**src/hdl/srp_defines.svh**
```systemverilog
`ifndef SRP_DEFINES_SVH
`define SRP_DEFINES_SVH

////////////////////////////////////////////////////////////////////////////////
// Frame timing, counted in serial clock rising edges
`define SRP_FRAME_BITS 6'h18
`define SRP_READ_BITS 6'h30
`define SRP_OUT_LOAD 6'h20
`define SRP_CNT_MAX 6'h3F
`define SRP_CNT_STEP 6'h01

////////////////////////////////////////////////////////////////////////////////
// Register numbers as carried in the frame
`define SRP_NUM_REGS 7
`define SRP_REG_ENABLES 5'h01
`define SRP_REG_GAIN 5'h03
`define SRP_REG_BIAS 5'h04
`define SRP_REG_MIX_I 5'h05
`define SRP_REG_MIX_Q 5'h06
`define SRP_REG_POINTER 5'h07
`define SRP_REG_PHASE_I 5'h08
`define SRP_REG_PHASE_Q 5'h09

////////////////////////////////////////////////////////////////////////////////
// Reset values and fixed fields
`define SRP_RST_ENABLES 16'hD9FA
`define SRP_RST_DEFAULT 16'h0000
`define SRP_RST_PTR 5'h00
`define SRP_PTR_PAD 11'h000
`define SRP_CHIP_ADDR 3'h0
// Power switches at reset, exactly as the enable register reset value decodes, common mode buffer off included
`define SRP_RST_POWER 11'h6DA
// Reset level of select, clock and data pins, all high, loaded into the synchroniser
`define SRP_PIN_IDLE 3'h7

`endif

```
**src/hdl/srp_pkg.sv**
```systemverilog
package srp_pkg;

  // Frame as shifted in, first bit received sits at the top
  typedef struct packed {
    logic [2:0] chip;
    logic [4:0] num;
    logic [15:0] data;
  } srp_frame_s;

  // Layout of the block enable register
  typedef struct packed {
    logic [2:0] spare;
    logic if_log_detector_on;
    logic diff_to_single_on;
    logic diag_hi;
    logic common_mode_buffer_on;
    logic diag_lo;
    logic rf_log_detector_on;
    logic square_detector_on;
    logic envelope_off;
    logic vga_on;
    logic image_reject_mixer_on;
    logic iq_line_on;
    logic step_gain_amp_on;
    logic lowpass_filter_on;
  } srp_enables_s;

  // Power switches handed to the analog blocks, all active high
  typedef struct packed {
    logic if_log_detector_on;
    logic diff_to_single_on;
    logic common_mode_buffer_on;
    logic rf_log_detector_on;
    logic square_detector_on;
    logic envelope_detector_on;
    logic vga_on;
    logic image_reject_mixer_on;
    logic iq_line_on;
    logic step_gain_amp_on;
    logic lowpass_filter_on;
  } srp_power_s;

  // Gray coded along idle, shift, commit
  typedef enum logic [1:0] {
    SRP_IDLE = 2'h0,
    SRP_SHIFT = 2'h1,
    SRP_COMMIT = 2'h3
  } srp_state_e;

endpackage

```
**src/hdl/srp_port.sv**
```systemverilog
`timescale 1ns/10ps
`include "srp_defines.svh"

// Summary of operation
// - Seven 16-bit configuration registers; each frame touches at most one.
// - Frame starts on select falling; data sampled on serial clock rising edges.
// - Frame carries 3-bit chip address, 5-bit register number, 16-bit value.
// - Select rising after the 24th pulse loads the value into the register.
// - After pointer write, the read frame shifts selected register out serially.
// - Enable bit 12 switches IF log detector, active high, resets one.
// - Enable bit 11 switches differential-to-single amplifier, active high, resets one.
// - Bits 7 and 6 switch RF log and square detectors, active high.
// - Bit 5 envelope detector inverted sense; bit 4 VGA active high.
// - Bit 3 switches the image reject mixer, active high, resets one.
// - Bits 2, 1, 0 switch IQ line, step gain amp, lowpass filter.

module srp_port
  import srp_pkg::*;
#(
  parameter logic [2:0] CHIP_ADDR = `SRP_CHIP_ADDR  // Address this device answers to
) (
  input wire logic clk_i,  // System clock, 125 MHz
  input wire logic nrst_i,  // Asynchronous reset, active low
  input wire logic serial_enable_n_i,  // Frame select pin, active low
  input wire logic serial_clk_i,  // Serial clock pin from host
  input wire logic serial_data_in_i,  // Serial data pin from host
  output logic serial_data_out_o,  // Read-back data pin
  output srp_power_s power_o,  // Registered block power switches
  output logic [`SRP_NUM_REGS*16-1:0] regs_o  // All registers, entry 0 lowest
);

  localparam int NREG = `SRP_NUM_REGS;
  localparam logic [4:0] REG_NUM [NREG] = '{
    `SRP_REG_ENABLES, `SRP_REG_GAIN, `SRP_REG_BIAS, `SRP_REG_MIX_I,
    `SRP_REG_MIX_Q, `SRP_REG_PHASE_I, `SRP_REG_PHASE_Q};
  localparam logic [15:0] REG_RST [NREG] = '{
    `SRP_RST_ENABLES, `SRP_RST_DEFAULT, `SRP_RST_DEFAULT, `SRP_RST_DEFAULT,
    `SRP_RST_DEFAULT, `SRP_RST_DEFAULT, `SRP_RST_DEFAULT};

  //////////////////////////////////////////////////////////////////////////////
  // Pin synchronisers and edge detection

  logic [2:0] pins_s;
  logic sen_s, sclk_s, sdi_s;
  logic sen_d, sclk_d, next_sen_d, next_sclk_d;
  logic sclk_rise, sen_fall, sen_rise;

  // Host pins come from another clock domain
  srp_sync #(
    .WIDTH(3),
    .RST_VAL(`SRP_PIN_IDLE)
  ) u_sync (
    .clk_i(clk_i),
    .nrst_i(nrst_i),
    .async_i({serial_enable_n_i, serial_clk_i, serial_data_in_i}),
    .sync_o(pins_s)
  );

  // Split the synchronised pins
  assign sen_s = pins_s[2];
  assign sclk_s = pins_s[1];
  assign sdi_s = pins_s[0];

  // One cycle of history to find edges
  always_comb begin
    next_sen_d = sen_s;
    next_sclk_d = sclk_s;
  end

  always_ff @(posedge clk_i or negedge nrst_i) begin
    if (!nrst_i) begin
      sen_d <= 1'b1;
      sclk_d <= 1'b1;
    end else begin
      sen_d <= next_sen_d;
      sclk_d <= next_sclk_d;
    end
  end

  // Edges, a few system cycles behind the pins, well inside a 40 ns half period
  assign sclk_rise = sclk_s & ~sclk_d;
  assign sen_fall = ~sen_s & sen_d;
  assign sen_rise = sen_s & ~sen_d;

  //////////////////////////////////////////////////////////////////////////////
  // Frame sequencer

  srp_state_e state, next_state;
  logic [5:0] bit_cnt, next_bit_cnt, cnt_inc;
  srp_frame_s frame, next_frame;
  logic rd_frame, next_rd_frame, armed, next_armed;
  logic [4:0] read_ptr, next_read_ptr;
  logic [15:0] rd_word, next_rd_word, rd_data;
  logic commit_wr, commit_ptr, frame_ok;

  // Saturate so a runaway clock cannot wrap back to a legal count
  assign cnt_inc = (bit_cnt == `SRP_CNT_MAX) ? bit_cnt : bit_cnt + `SRP_CNT_STEP;

  // A write frame needs exactly 24 pulses and our chip address
  assign frame_ok = (bit_cnt == `SRP_FRAME_BITS) && (frame.chip == CHIP_ADDR)
    && !rd_frame;

  // Next frame state; the read word is loaded once the command phase is past
  always_comb begin
    next_state = state;
    next_bit_cnt = bit_cnt;
    next_frame = frame;
    next_rd_frame = rd_frame;
    next_armed = armed;
    next_read_ptr = read_ptr;
    next_rd_word = rd_word;
    commit_wr = 1'b0;
    commit_ptr = 1'b0;
    unique case (state)
      SRP_IDLE: begin
        if (sen_fall) begin
          next_state = SRP_SHIFT;
          next_bit_cnt = 6'h00;
          next_rd_frame = armed;
          next_rd_word = `SRP_RST_DEFAULT;
        end
      end
      SRP_SHIFT: begin
        if (sen_rise) begin
          next_state = SRP_COMMIT;
        end else if (sclk_rise) begin
          next_bit_cnt = cnt_inc;
          next_frame = srp_frame_s'({frame[22:0], sdi_s});
          if (rd_frame && (cnt_inc == `SRP_OUT_LOAD)) begin
            next_rd_word = rd_data;
          end else if (rd_frame && (cnt_inc > `SRP_OUT_LOAD)
                       && (cnt_inc < `SRP_READ_BITS)) begin
            next_rd_word = {rd_word[14:0], 1'b0};
          end
        end
      end
      SRP_COMMIT: begin
        next_state = SRP_IDLE;
        next_rd_word = `SRP_RST_DEFAULT;
        if (rd_frame) begin
          next_armed = 1'b0;
        end else if (frame_ok && (frame.num == `SRP_REG_POINTER)) begin
          commit_ptr = 1'b1;
          next_read_ptr = frame.data[15:11];
          next_armed = 1'b1;
        end else if (frame_ok) begin
          commit_wr = 1'b1;
          next_armed = 1'b0;
        end
      end
      default: begin
        next_state = SRP_IDLE;
      end
    endcase
  end

  always_ff @(posedge clk_i or negedge nrst_i) begin
    if (!nrst_i) begin
      state <= SRP_IDLE;
      bit_cnt <= 6'h00;
      frame <= srp_frame_s'(24'h000000);
      rd_frame <= 1'b0;
      armed <= 1'b0;
      read_ptr <= `SRP_RST_PTR;
      rd_word <= `SRP_RST_DEFAULT;
    end else begin
      state <= next_state;
      bit_cnt <= next_bit_cnt;
      frame <= next_frame;
      rd_frame <= next_rd_frame;
      armed <= next_armed;
      read_ptr <= next_read_ptr;
      rd_word <= next_rd_word;
    end
  end

  // Read data goes out from the top of a flop, so the host sees a stable bit
  assign serial_data_out_o = rd_word[15];

  //////////////////////////////////////////////////////////////////////////////
  // Register file

  logic [15:0] reg_val [NREG];
  logic [NREG-1:0] wr_vec;

  // One entry per register number; at most one matches a frame
  for (genvar i = 0; i < NREG; i++) begin : g_reg
    logic [15:0] next_val;
    assign wr_vec[i] = commit_wr && (frame.num == REG_NUM[i]);
    always_comb begin
      next_val = wr_vec[i] ? frame.data : reg_val[i];
    end
    always_ff @(posedge clk_i or negedge nrst_i) begin
      if (!nrst_i) begin
        reg_val[i] <= REG_RST[i];
      end else begin
        reg_val[i] <= next_val;
      end
    end
    assign regs_o[i*16 +: 16] = reg_val[i];
  end

  // Unmapped numbers read back as zero; the pointer reads as its five written bits over zero padding
  always_comb begin
    rd_data = `SRP_RST_DEFAULT;
    if (read_ptr == `SRP_REG_POINTER) begin
      rd_data = {read_ptr, `SRP_PTR_PAD};
    end
    for (int k = 0; k < NREG; k++) begin
      if (REG_NUM[k] == read_ptr) begin
        rd_data = reg_val[k];
      end
    end
  end

  //////////////////////////////////////////////////////////////////////////////
  // Power switches

  srp_enables_s en;
  srp_power_s next_power;

  assign en = srp_enables_s'(reg_val[0]);

  // Diagnostic bits are stored only; software keeps them at their safe values
  always_comb begin
    next_power.if_log_detector_on = en.if_log_detector_on;
    next_power.diff_to_single_on = en.diff_to_single_on;
    next_power.common_mode_buffer_on = en.common_mode_buffer_on;
    next_power.rf_log_detector_on = en.rf_log_detector_on;
    next_power.square_detector_on = en.square_detector_on;
    next_power.envelope_detector_on = ~en.envelope_off;
    next_power.vga_on = en.vga_on;
    next_power.image_reject_mixer_on = en.image_reject_mixer_on;
    next_power.iq_line_on = en.iq_line_on;
    next_power.step_gain_amp_on = en.step_gain_amp_on;
    next_power.lowpass_filter_on = en.lowpass_filter_on;
  end

  // Registered so the analog side never sees a decode glitch
  always_ff @(posedge clk_i or negedge nrst_i) begin
    if (!nrst_i) begin
      power_o <= srp_power_s'(`SRP_RST_POWER);
    end else begin
      power_o <= next_power;
    end
  end

  //////////////////////////////////////////////////////////////////////////////
  // Checks

  property p_one_reg;
    @(posedge clk_i) disable iff (!nrst_i)
      commit_wr |-> $onehot0(wr_vec) ##1 (state == SRP_IDLE) && !commit_wr;
  endproperty
  a_one_reg: assert property (p_one_reg) else $error("More than one register written");
  property p_capture;
    @(posedge clk_i) disable iff (!nrst_i)
      (state == SRP_SHIFT) && sclk_rise && !sen_rise
      |=> (frame.data[0] == $past(sdi_s)) && (bit_cnt != $past(bit_cnt)
           || bit_cnt == `SRP_CNT_MAX);
  endproperty
  a_capture: assert property (p_capture) else $error("Serial bit not captured");
  property p_write_fields;
    @(posedge clk_i) disable iff (!nrst_i)
      commit_wr |-> (bit_cnt == `SRP_FRAME_BITS) && (frame.chip == CHIP_ADDR)
        && (frame.num != `SRP_REG_POINTER);
  endproperty
  a_write_fields: assert property (p_write_fields) else $error("Write on a bad frame");
  property p_load;
    @(posedge clk_i) disable iff (!nrst_i)
      wr_vec[0] |=> (reg_val[0] == $past(frame.data));
  endproperty
  a_load: assert property (p_load) else $error("Enable register not loaded");
  property p_read_load;
    @(posedge clk_i) disable iff (!nrst_i)
      (state == SRP_SHIFT) && sclk_rise && !sen_rise && rd_frame
        && (cnt_inc == `SRP_OUT_LOAD)
      |=> (serial_data_out_o == $past(rd_data[15])) && (rd_word == $past(rd_data));
  endproperty
  a_read_load: assert property (p_read_load) else $error("Read word not presented");
  property p_msb_first;
    @(posedge clk_i) disable iff (!nrst_i)
      (state == SRP_SHIFT) && sclk_rise && !sen_rise && rd_frame
        && (cnt_inc > `SRP_OUT_LOAD) && (cnt_inc < `SRP_READ_BITS)
      |=> serial_data_out_o == $past(rd_word[14]);
  endproperty
  a_msb_first: assert property (p_msb_first) else $error("Read bit out of order");
  property p_foreign;
    @(posedge clk_i) disable iff (!nrst_i)
      (state == SRP_COMMIT) && (frame.chip != CHIP_ADDR)
      |-> !commit_wr && !commit_ptr ##1 $stable(read_ptr) && (wr_vec == '0);
  endproperty
  a_foreign: assert property (p_foreign) else $error("Foreign frame changed state");
  property p_if_log;
    @(posedge clk_i) disable iff (!nrst_i)
      wr_vec[0] |-> ##2 power_o.if_log_detector_on == $past(frame.data[12], 2)
        && power_o.diff_to_single_on == $past(frame.data[11], 2);
  endproperty
  a_if_log: assert property (p_if_log) else $error("IF detector switch wrong");
  property p_detectors;
    @(posedge clk_i) disable iff (!nrst_i)
      wr_vec[0] |-> ##2 power_o.rf_log_detector_on == $past(frame.data[7], 2)
        && power_o.square_detector_on == $past(frame.data[6], 2)
        && power_o.common_mode_buffer_on == $past(frame.data[9], 2);
  endproperty
  a_detectors: assert property (p_detectors) else $error("Detector switch wrong");

  property p_envelope;
    @(posedge clk_i) disable iff (!nrst_i)
      wr_vec[0] |-> ##2 power_o.envelope_detector_on != $past(frame.data[5], 2)
        && power_o.vga_on == $past(frame.data[4], 2);
  endproperty
  a_envelope: assert property (p_envelope) else $error("Envelope sense wrong");

  property p_low_bits;
    @(posedge clk_i) disable iff (!nrst_i)
      wr_vec[0] |-> ##2 power_o.image_reject_mixer_on == $past(frame.data[3], 2)
        && {power_o.iq_line_on, power_o.step_gain_amp_on, power_o.lowpass_filter_on}
           == $past(frame.data[2:0], 2);
  endproperty
  a_low_bits: assert property (p_low_bits) else $error("Low enable bits wrong");

  c_write_enables: cover property (@(posedge clk_i) disable iff (!nrst_i) wr_vec[0]);
  c_pointer: cover property (@(posedge clk_i) disable iff (!nrst_i) commit_ptr);
  c_read_done: cover property (@(posedge clk_i) disable iff (!nrst_i)
    (state == SRP_COMMIT) && rd_frame && (bit_cnt == `SRP_READ_BITS));
  c_foreign: cover property (@(posedge clk_i) disable iff (!nrst_i)
    (state == SRP_COMMIT) && (frame.chip != CHIP_ADDR));

endmodule

```
**src/hdl/srp_sync.sv**
```systemverilog
`timescale 1ns/10ps

module srp_sync
  import srp_pkg::*;
#(
  parameter int WIDTH = 3,  // Number of pins synchronised
  parameter logic [WIDTH-1:0] RST_VAL = '1  // Idle level of each pin
) (
  input wire logic clk_i,  // System clock
  input wire logic nrst_i,  // Asynchronous reset, active low
  input wire logic [WIDTH-1:0] async_i,  // Pins from outside the domain
  output logic [WIDTH-1:0] sync_o  // Second stage, safe to read
);

  logic [WIDTH-1:0] meta;
  logic [WIDTH-1:0] next_meta;
  logic [WIDTH-1:0] next_sync;

  // Two stages per pin; only the second stage is ever read
  always_comb begin
    next_meta = async_i;
    next_sync = meta;
  end

  // Resets to the pins' idle level so no false edge follows reset
  always_ff @(posedge clk_i or negedge nrst_i) begin
    if (!nrst_i) begin
      meta <= RST_VAL;
      sync_o <= RST_VAL;
    end else begin
      meta <= next_meta;
      sync_o <= next_sync;
    end
  end

endmodule

```
**config.mk**
```make
export PLATFORM = sky130hd
export DESIGN_NAME = srp_port
export DESIGN_NICKNAME = d
export VERILOG_FILES = /design/src/hdl/srp_pkg.sv /design/src/hdl/srp_port.sv /design/src/hdl/srp_sync.sv
export VERILOG_INCLUDE_DIRS = /design/src /design/src/hdl
export SDC_FILE = /design/constraint.sdc
export NUM_CORES = 1
export LEC_CHECK = 0
export BUFFER_PORTS_ARGS = -buffer_cell sky130_fd_sc_hd__buf_4
export CORE_MARGIN = 4
export CORE_UTILIZATION = 40
export CTS_CLUSTER_SIZE = 25
export DETAILED_ROUTE_END_ITERATION = 12
export GPL_TIMING_DRIVEN = 0
export MAX_ROUTING_LAYER = met4
export PLACE_DENSITY = 0.67
export SYNTH_ARGS = -nofsm -noshare
export SYNTH_HDL_FRONTEND = slang
export SYNTH_SLANG_ARGS = --single-unit
```
**constraint.sdc**
```tcl
create_clock -name clk_i -period 3 [get_ports clk_i]
set_clock_uncertainty 0.1 [all_clocks]
set_input_delay 0.15 -clock clk_i [delete_from_list [all_inputs] [get_ports clk_i]]
set_output_delay 0.15 -clock clk_i [all_outputs]
set_load 0.1 [all_outputs]
```
* Yosys cells after proc, flatten, opt, wreduce, memory -nomap -nowiden
Cells that the tools add are included.
W data, S select, Z words.
** Storage, ports and cells
- Register bits after elaboration :: 186
- Input bits :: 5
- Output and inout bits :: 124
- Word-level logic and storage cells :: 124
** Cells by class
- Add/subtract/negate cells :: 1
- Order comparisons :: 2
- Eq/ne operators :: 26
- Multiplexer cells :: 29
- Bitwise operators :: 9
- Reductions and logical operators :: 26
** Operators with widths (number)
- $mux W16 :: 13
- $pmux W16 S3 :: 1
- $eq A5 B3 Y1 const B :: 5
- $mux W6 :: 4
- $eq A3 B5 Y1 const A :: 3
- $logic_and A1 B1 Y1 :: 13
- $eq A6 B6 Y1 const B :: 2
- $pmux W6 S2 :: 1
- $eq A4 B5 Y1 const A :: 2
- $eq A5 B4 Y1 const B :: 2
- $ne A2 B2 Y1 const B :: 4
- $mux W1 :: 7
- $add A6 B1 Y6 const B :: 1
- $eq A6 B5 Y1 const B :: 1
- $gt A6 B6 Y1 const B :: 1
- $lt A6 B6 Y1 const B :: 1
- $not A1 Y1 :: 6
- $reduce_and A2 Y1 :: 3
- $reduce_and A3 Y1 :: 2
- $reduce_bool A3 Y1 :: 2
- $eq A1 B5 Y1 const A :: 1
- $eq A2 B5 Y1 const A :: 1
- $eq A5 B1 Y1 const B :: 1
- $eq A5 B2 Y1 const B :: 1
- 12 further kinds :: 15

* Depth between registers and ports, before layout
- Depth after elaboration :: 13
- Gate-level depth with buffers :: 9

* By module
From an unflattened synthesis, not the netlist that was laid out.
** Unflattened totals
- Cell total of the unflattened synthesis :: 694
- Area total of the unflattened synthesis :: 8555.7 µm²
** Modules (own cells, without submodules)
- srp_port :: instances 1, cells an instance 688, area an instance 8398.1 µm², seq. area each 4529.3 µm²
- srp_sync :: instances 1, cells an instance 6, area an instance 157.7 µm², seq. area each 157.7 µm²

* Worst setup path after synthesis
OpenSTA, ideal clock, no wires.
- Path type :: register to register
- Start :: register state[0]
- End :: register reg_val (netlist bit regs_o[91])
- Arrival time :: 2120 ps
- Required time :: 2774 ps
- Slack :: 654 ps
- Stages on the path, launching flop included :: 8
- Buffers on the path :: 1
- Path through :: dfrtp_1 ha_1 nor4b_4 nand4_4 or3_4 nor3_4 buf_12 mux2_4
** Between the ends
- Cells in the longest elaborated chain, start to end :: 3
** Ends and longest elaborated chain
- from (decl) :: RTL line srp_port.sv:88 : srp_state_e state, next_state;
- from (signal assigned) :: RTL line srp_port.sv:167 : state <= next_state;
- $eq A2 B2 Y1 :: RTL line srp_port.sv:114 : unique case (state)
- $mux W1 :: RTL line srp_port.sv:114
- $logic_and A1 B1 Y1 :: RTL line srp_port.sv:189 : assign wr_vec[i] = commit_wr && (frame.num == REG_NUM[i]);
- to (signal, indexed assignment) :: RTL line srp_port.sv:195 : reg_val[i] <= REG_RST[i];
- to (signal, indexed assignment) :: RTL line srp_port.sv:197 : reg_val[i] <= next_val;
- to (decl) :: RTL line srp_port.sv:183 : logic [15:0] reg_val [NREG];
No other way between the ends.
A chain may end at the register's enable or synchronous reset.

* Worst setup path in the final report
- Start :: register state[0]
- End :: register reg_val (netlist bit en[13])
The elaborated chain is that of the path after synthesis.

==> summary.txt <==
Timing
  • Fin crit period: about 2.9 ns
  • Worst Max-Slew Pin Slew: around 1.1 ns
  • Fin. Hold Viols: 0
  • Fmax: around 350 MHz
  • Slew Limit Fails: 0
  • Slew HR: 0.240
  • Period utilization: 0.961
  • RSZ-0062 raised after global routing: false
  • Final setup viols: 0

Floorplan
  • Chip Height: 154 microns
  • Die width: between 150 and 200 microns
  • Die area: between 0.02 and 0.025 sq mm
  • I/O pin count: between 100 and 150
  • Effective utilization at floorplan: 0.408
  • Num rows: 53
  • Core ar.: roughly 0.021 sq mm

Critical path
  • Crit path launch type: register
  • Crit Path Class: register to register
  • Data arrival, critical path: ~3.1 ns
  • CP Max Fanout: 10
  • Required time of the critical path: 3.22 ns
  • Crit end category: register

Cells and area
  • Commonest non-fill, non-tap cell in the layout: dfrtp_1
  • Most frequent cells in the layout: dfrtp_1, buf_4, mux2_2
  • Final Util: 0.502
  • Ant. Diodes: 0
  • Finished Layout Cells: approximately 1100
  • Share of cells above drive strength 1: 0.451
  • P&R area growth vs syn: 23.1%
  • Fillcell total: 1897
  • Final nets: between 800 and 900

Routing
  • Antenna Nets Post-Route: 0
  • First DRT Iteration DRCs: between 400 and 500
  • Routed wire per std cell: approximately 21 microns
  • Vias/cell: approximately 5.5
  • # DRC: 0
  • DR pass1 iterations: 5
  • Via count: around 6100
  • Routed WL: approximately 24000 microns

Logic synthesis
  • Seq/Total Area, Yosys: 0.547
  • Ys Warns: 0
  • Post-synth EDFFs: 0
  • Mapped cell area: 0.00857 sq mm
  • Predominant post-synthesis flop cell: dfrtp_1
  • Avg Inst Size Synth: around 13 sq um
  • Yosys reg bits: around 190
  • Cells after Synth: between 600 and 700
  • Synth Net Count: about 680
  • Yosys cell types: 65
  • Async SR Flop Fraction: 1.00

GRT
  • Remaining Overflow, GRT: 0
  • Initial antenna violation count: 0
  • Overall Global Routing Usage: 0.206
  • Vias in the first global route: roughly 6300
  • Global-route wire length before repair: ~37000 microns
  • Pin count of the biggest net entering global routing: slightly above 100

Clock network
  • CTS clock-pin slew for the worst setup and hold paths: about 0.07 ns
  • Setup bufs post-CTS: 0
  • CTS tree: yes
  • CTS root buffer: clkbuf_16
  • Clk_lat worst skew: roughly 0.44 ns
  • TritonCTS buffer count: 17
  • Clk buf depth: 2
  • Htree depth: 4
  • Clock sinks: between 150 and 200

Placed design
  • Dpl cells: roughly 1100
  • Routability cong.: 0.858
  • DP HPWL: between 15000 and 20000 microns
  • PortBufs: around 130

Run
  • Max-Cap Viols: 0

Power
  • Sequential power share: 0.480
  • Clk network pwr share: 0.406
  • Pwr/cell area: between 500 and 600 mW/mm^2
  • Comb power frac: 0.114
  • Sw frac: 0.275
  • P_sw: around 1.5 mW
  • LEAKAGE: roughly 4.9 nW
  • VDD IR max: ~430 uV
  • Internal power: 4.07 mW

Hold path
  • Hold Crit Class: input port to asynchronous set/reset pin

Run status
  • Status: completed
-- worst max-delay path, cell delays in order, from the launching register on --
cell and delay, ns:
dfrtp_1 0.41, ha_1 0.20, nor4b_4 0.28, nand4_4 0.20, nor4_4 0.75, buf_2 0.44, mux2_2 0.37
-- cell usage after synthesis, drive strengths merged (2+ instances only) --
library cell | count | area share
nand3 | 4 | 0.0023
nand2b | 7 | 0.0051
dfrtp | 160 | 0.47
o2bb2ai | 12 | 0.012
clkbuf | 25 | 0.011
ha | 5 | 0.0073
nor4b | 4 | 0.0058
mux2i | 13 | 0.015
dfstp | 26 | 0.080
a32oi | 3 | 0.0031
o22a | 12 | 0.012
or2 | 2 | 0.0015
nor3 | 3 | 0.0044
a32o | 5 | 0.0058
nor3b | 3 | 0.0039
o32a | 3 | 0.0035
mux2 | 143 | 0.19
o211ai | 3 | 0.0026
and3 | 6 | 0.0044
or4b | 4 | 0.0047
nand3b | 4 | 0.0050
nor2b | 4 | 0.0029
a31oi | 2 | 0.0015
nand4 | 3 | 0.0039
a21oi | 35 | 0.020
buf | 26 | 0.022
nand4b | 2 | 0.0020
and3b | 3 | 0.0031
or3b | 4 | 0.0041
and2 | 2 | 0.0015
a2111oi | 12 | 0.013
nand2 | 15 | 0.0066
o21ai | 47 | 0.027
nor4 | 2 | 0.0050
a211oi | 3 | 0.0026
o221ai | 2 | 0.0020
nor2 | 39 | 0.018
inv | 9 | 0.0039
-- sequential cells by signal, indices dropped and copies added, names as in the netlist --
register / count
sclk_d: 1
state: 2
rd_word: 16
u_sync.sync_o: 3
en: 16
frame: 24
sen_d: 1
regs_o: 96
u_sync.meta: 3
rd_frame: 1
power_o: 11
read_ptr: 5
bit_cnt: 6
armed: 1
-- path summary, 6_finish.rpt --
check / startpoint / to / slack (ns) / depth (start not counted)
min in group clk_i: u_sync.meta[0] / u_sync.sync_o[0] / 0.25 / 0
worst max register to register: state[0] / en[13] / 0.12 / 6
worst min register to register: u_sync.meta[0] / u_sync.sync_o[0] / 0.25 / 0
max in group asynchronous: nrst_i / sclk_d / 1.69 / 3
worst min-delay path: nrst_i / regs_o[71] / 0.20 / 2
worst max-delay path: state[0] / en[13] / 0.12 / 6
-- cell type report --
cell class                 instances  area, sq um  share of cell area
sequential                       186         4690               0.444
multi-input combinational        421         3580               0.339
timing repair buffer             133         1040              0.0982
clock buffer                      18          429              0.0407
tap                              275          344              0.0326
buffer                            50          285              0.0270
clock inverter                    14          163              0.0154
inverter                           9         33.8             0.00320
-- power by group through the flow --
| stage | logic (mW) | clock network (mW) | registers, mW |
|---|---|---|---|
| final | 0.639 | 2.28 | 2.70 |
| after detailed placement | 0.627 | 0 | 2.74 |
| after floorplan | 0.427 | 0 | 2.69 |
| after global routing | 0.715 | 2.43 | 2.71 |
| after CTS | 0.643 | 2.32 | 2.69 |
| after global placement | 0.609 | 0 | 2.74 |
-- cell families (layout without fill, tap and decap cells) --
logic type / count (synthesis) / in the layout / share of synthesized area
flops: 186 / 186 / 0.547
fa+ha+maj: 5 / 5 / 0.00730
compound gates: 146 / 146 / 0.113
buf+inv: 60 / 224 / 0.0375
simple gates: 114 / 114 / 0.0879
mux: 156 / 156 / 0.207
-- repair_timing --
action	CTS	global route
hold buffers	4	0
hold endpoints to repair	79	0
pin swaps	0	0
resized for setup	2	1
endpoints found under the setup margin	10	10
-- metrics by stage --
stage                     setup TNS, ns  power (mW)  hold WS [ns]  setup WS (ns)  area (sq um)
after global placement                0        3.35         0.159         0.0300          9880
final                                 0        5.62         0.198          0.117         10600
after detailed placement         -0.275        3.37         0.100        -0.0328          9910
after floorplan                       0        3.12        -0.246          0.654          8570
after CTS                             0        5.66         0.217         0.0794         10600
after global routing                  0        5.86         0.252      0.0000251         10600
-- routing by layer --
metal | part of all wire | GRT usage | up-vias | wire length (microns)
met2 | 0.48 | 0.312 | 189 | 11200
met1 | 0.45 | 0.280 | 3116 | 10700
met3 | 0.057 | 0.0540 | 23 | 1340
met5 | 0 | - | - | 0
met4 | 0.010 | 0.0496 | 0 | 235
li1 | - | - | 2769 | -
No activity file was read; power rests on OpenSTA's default activity.
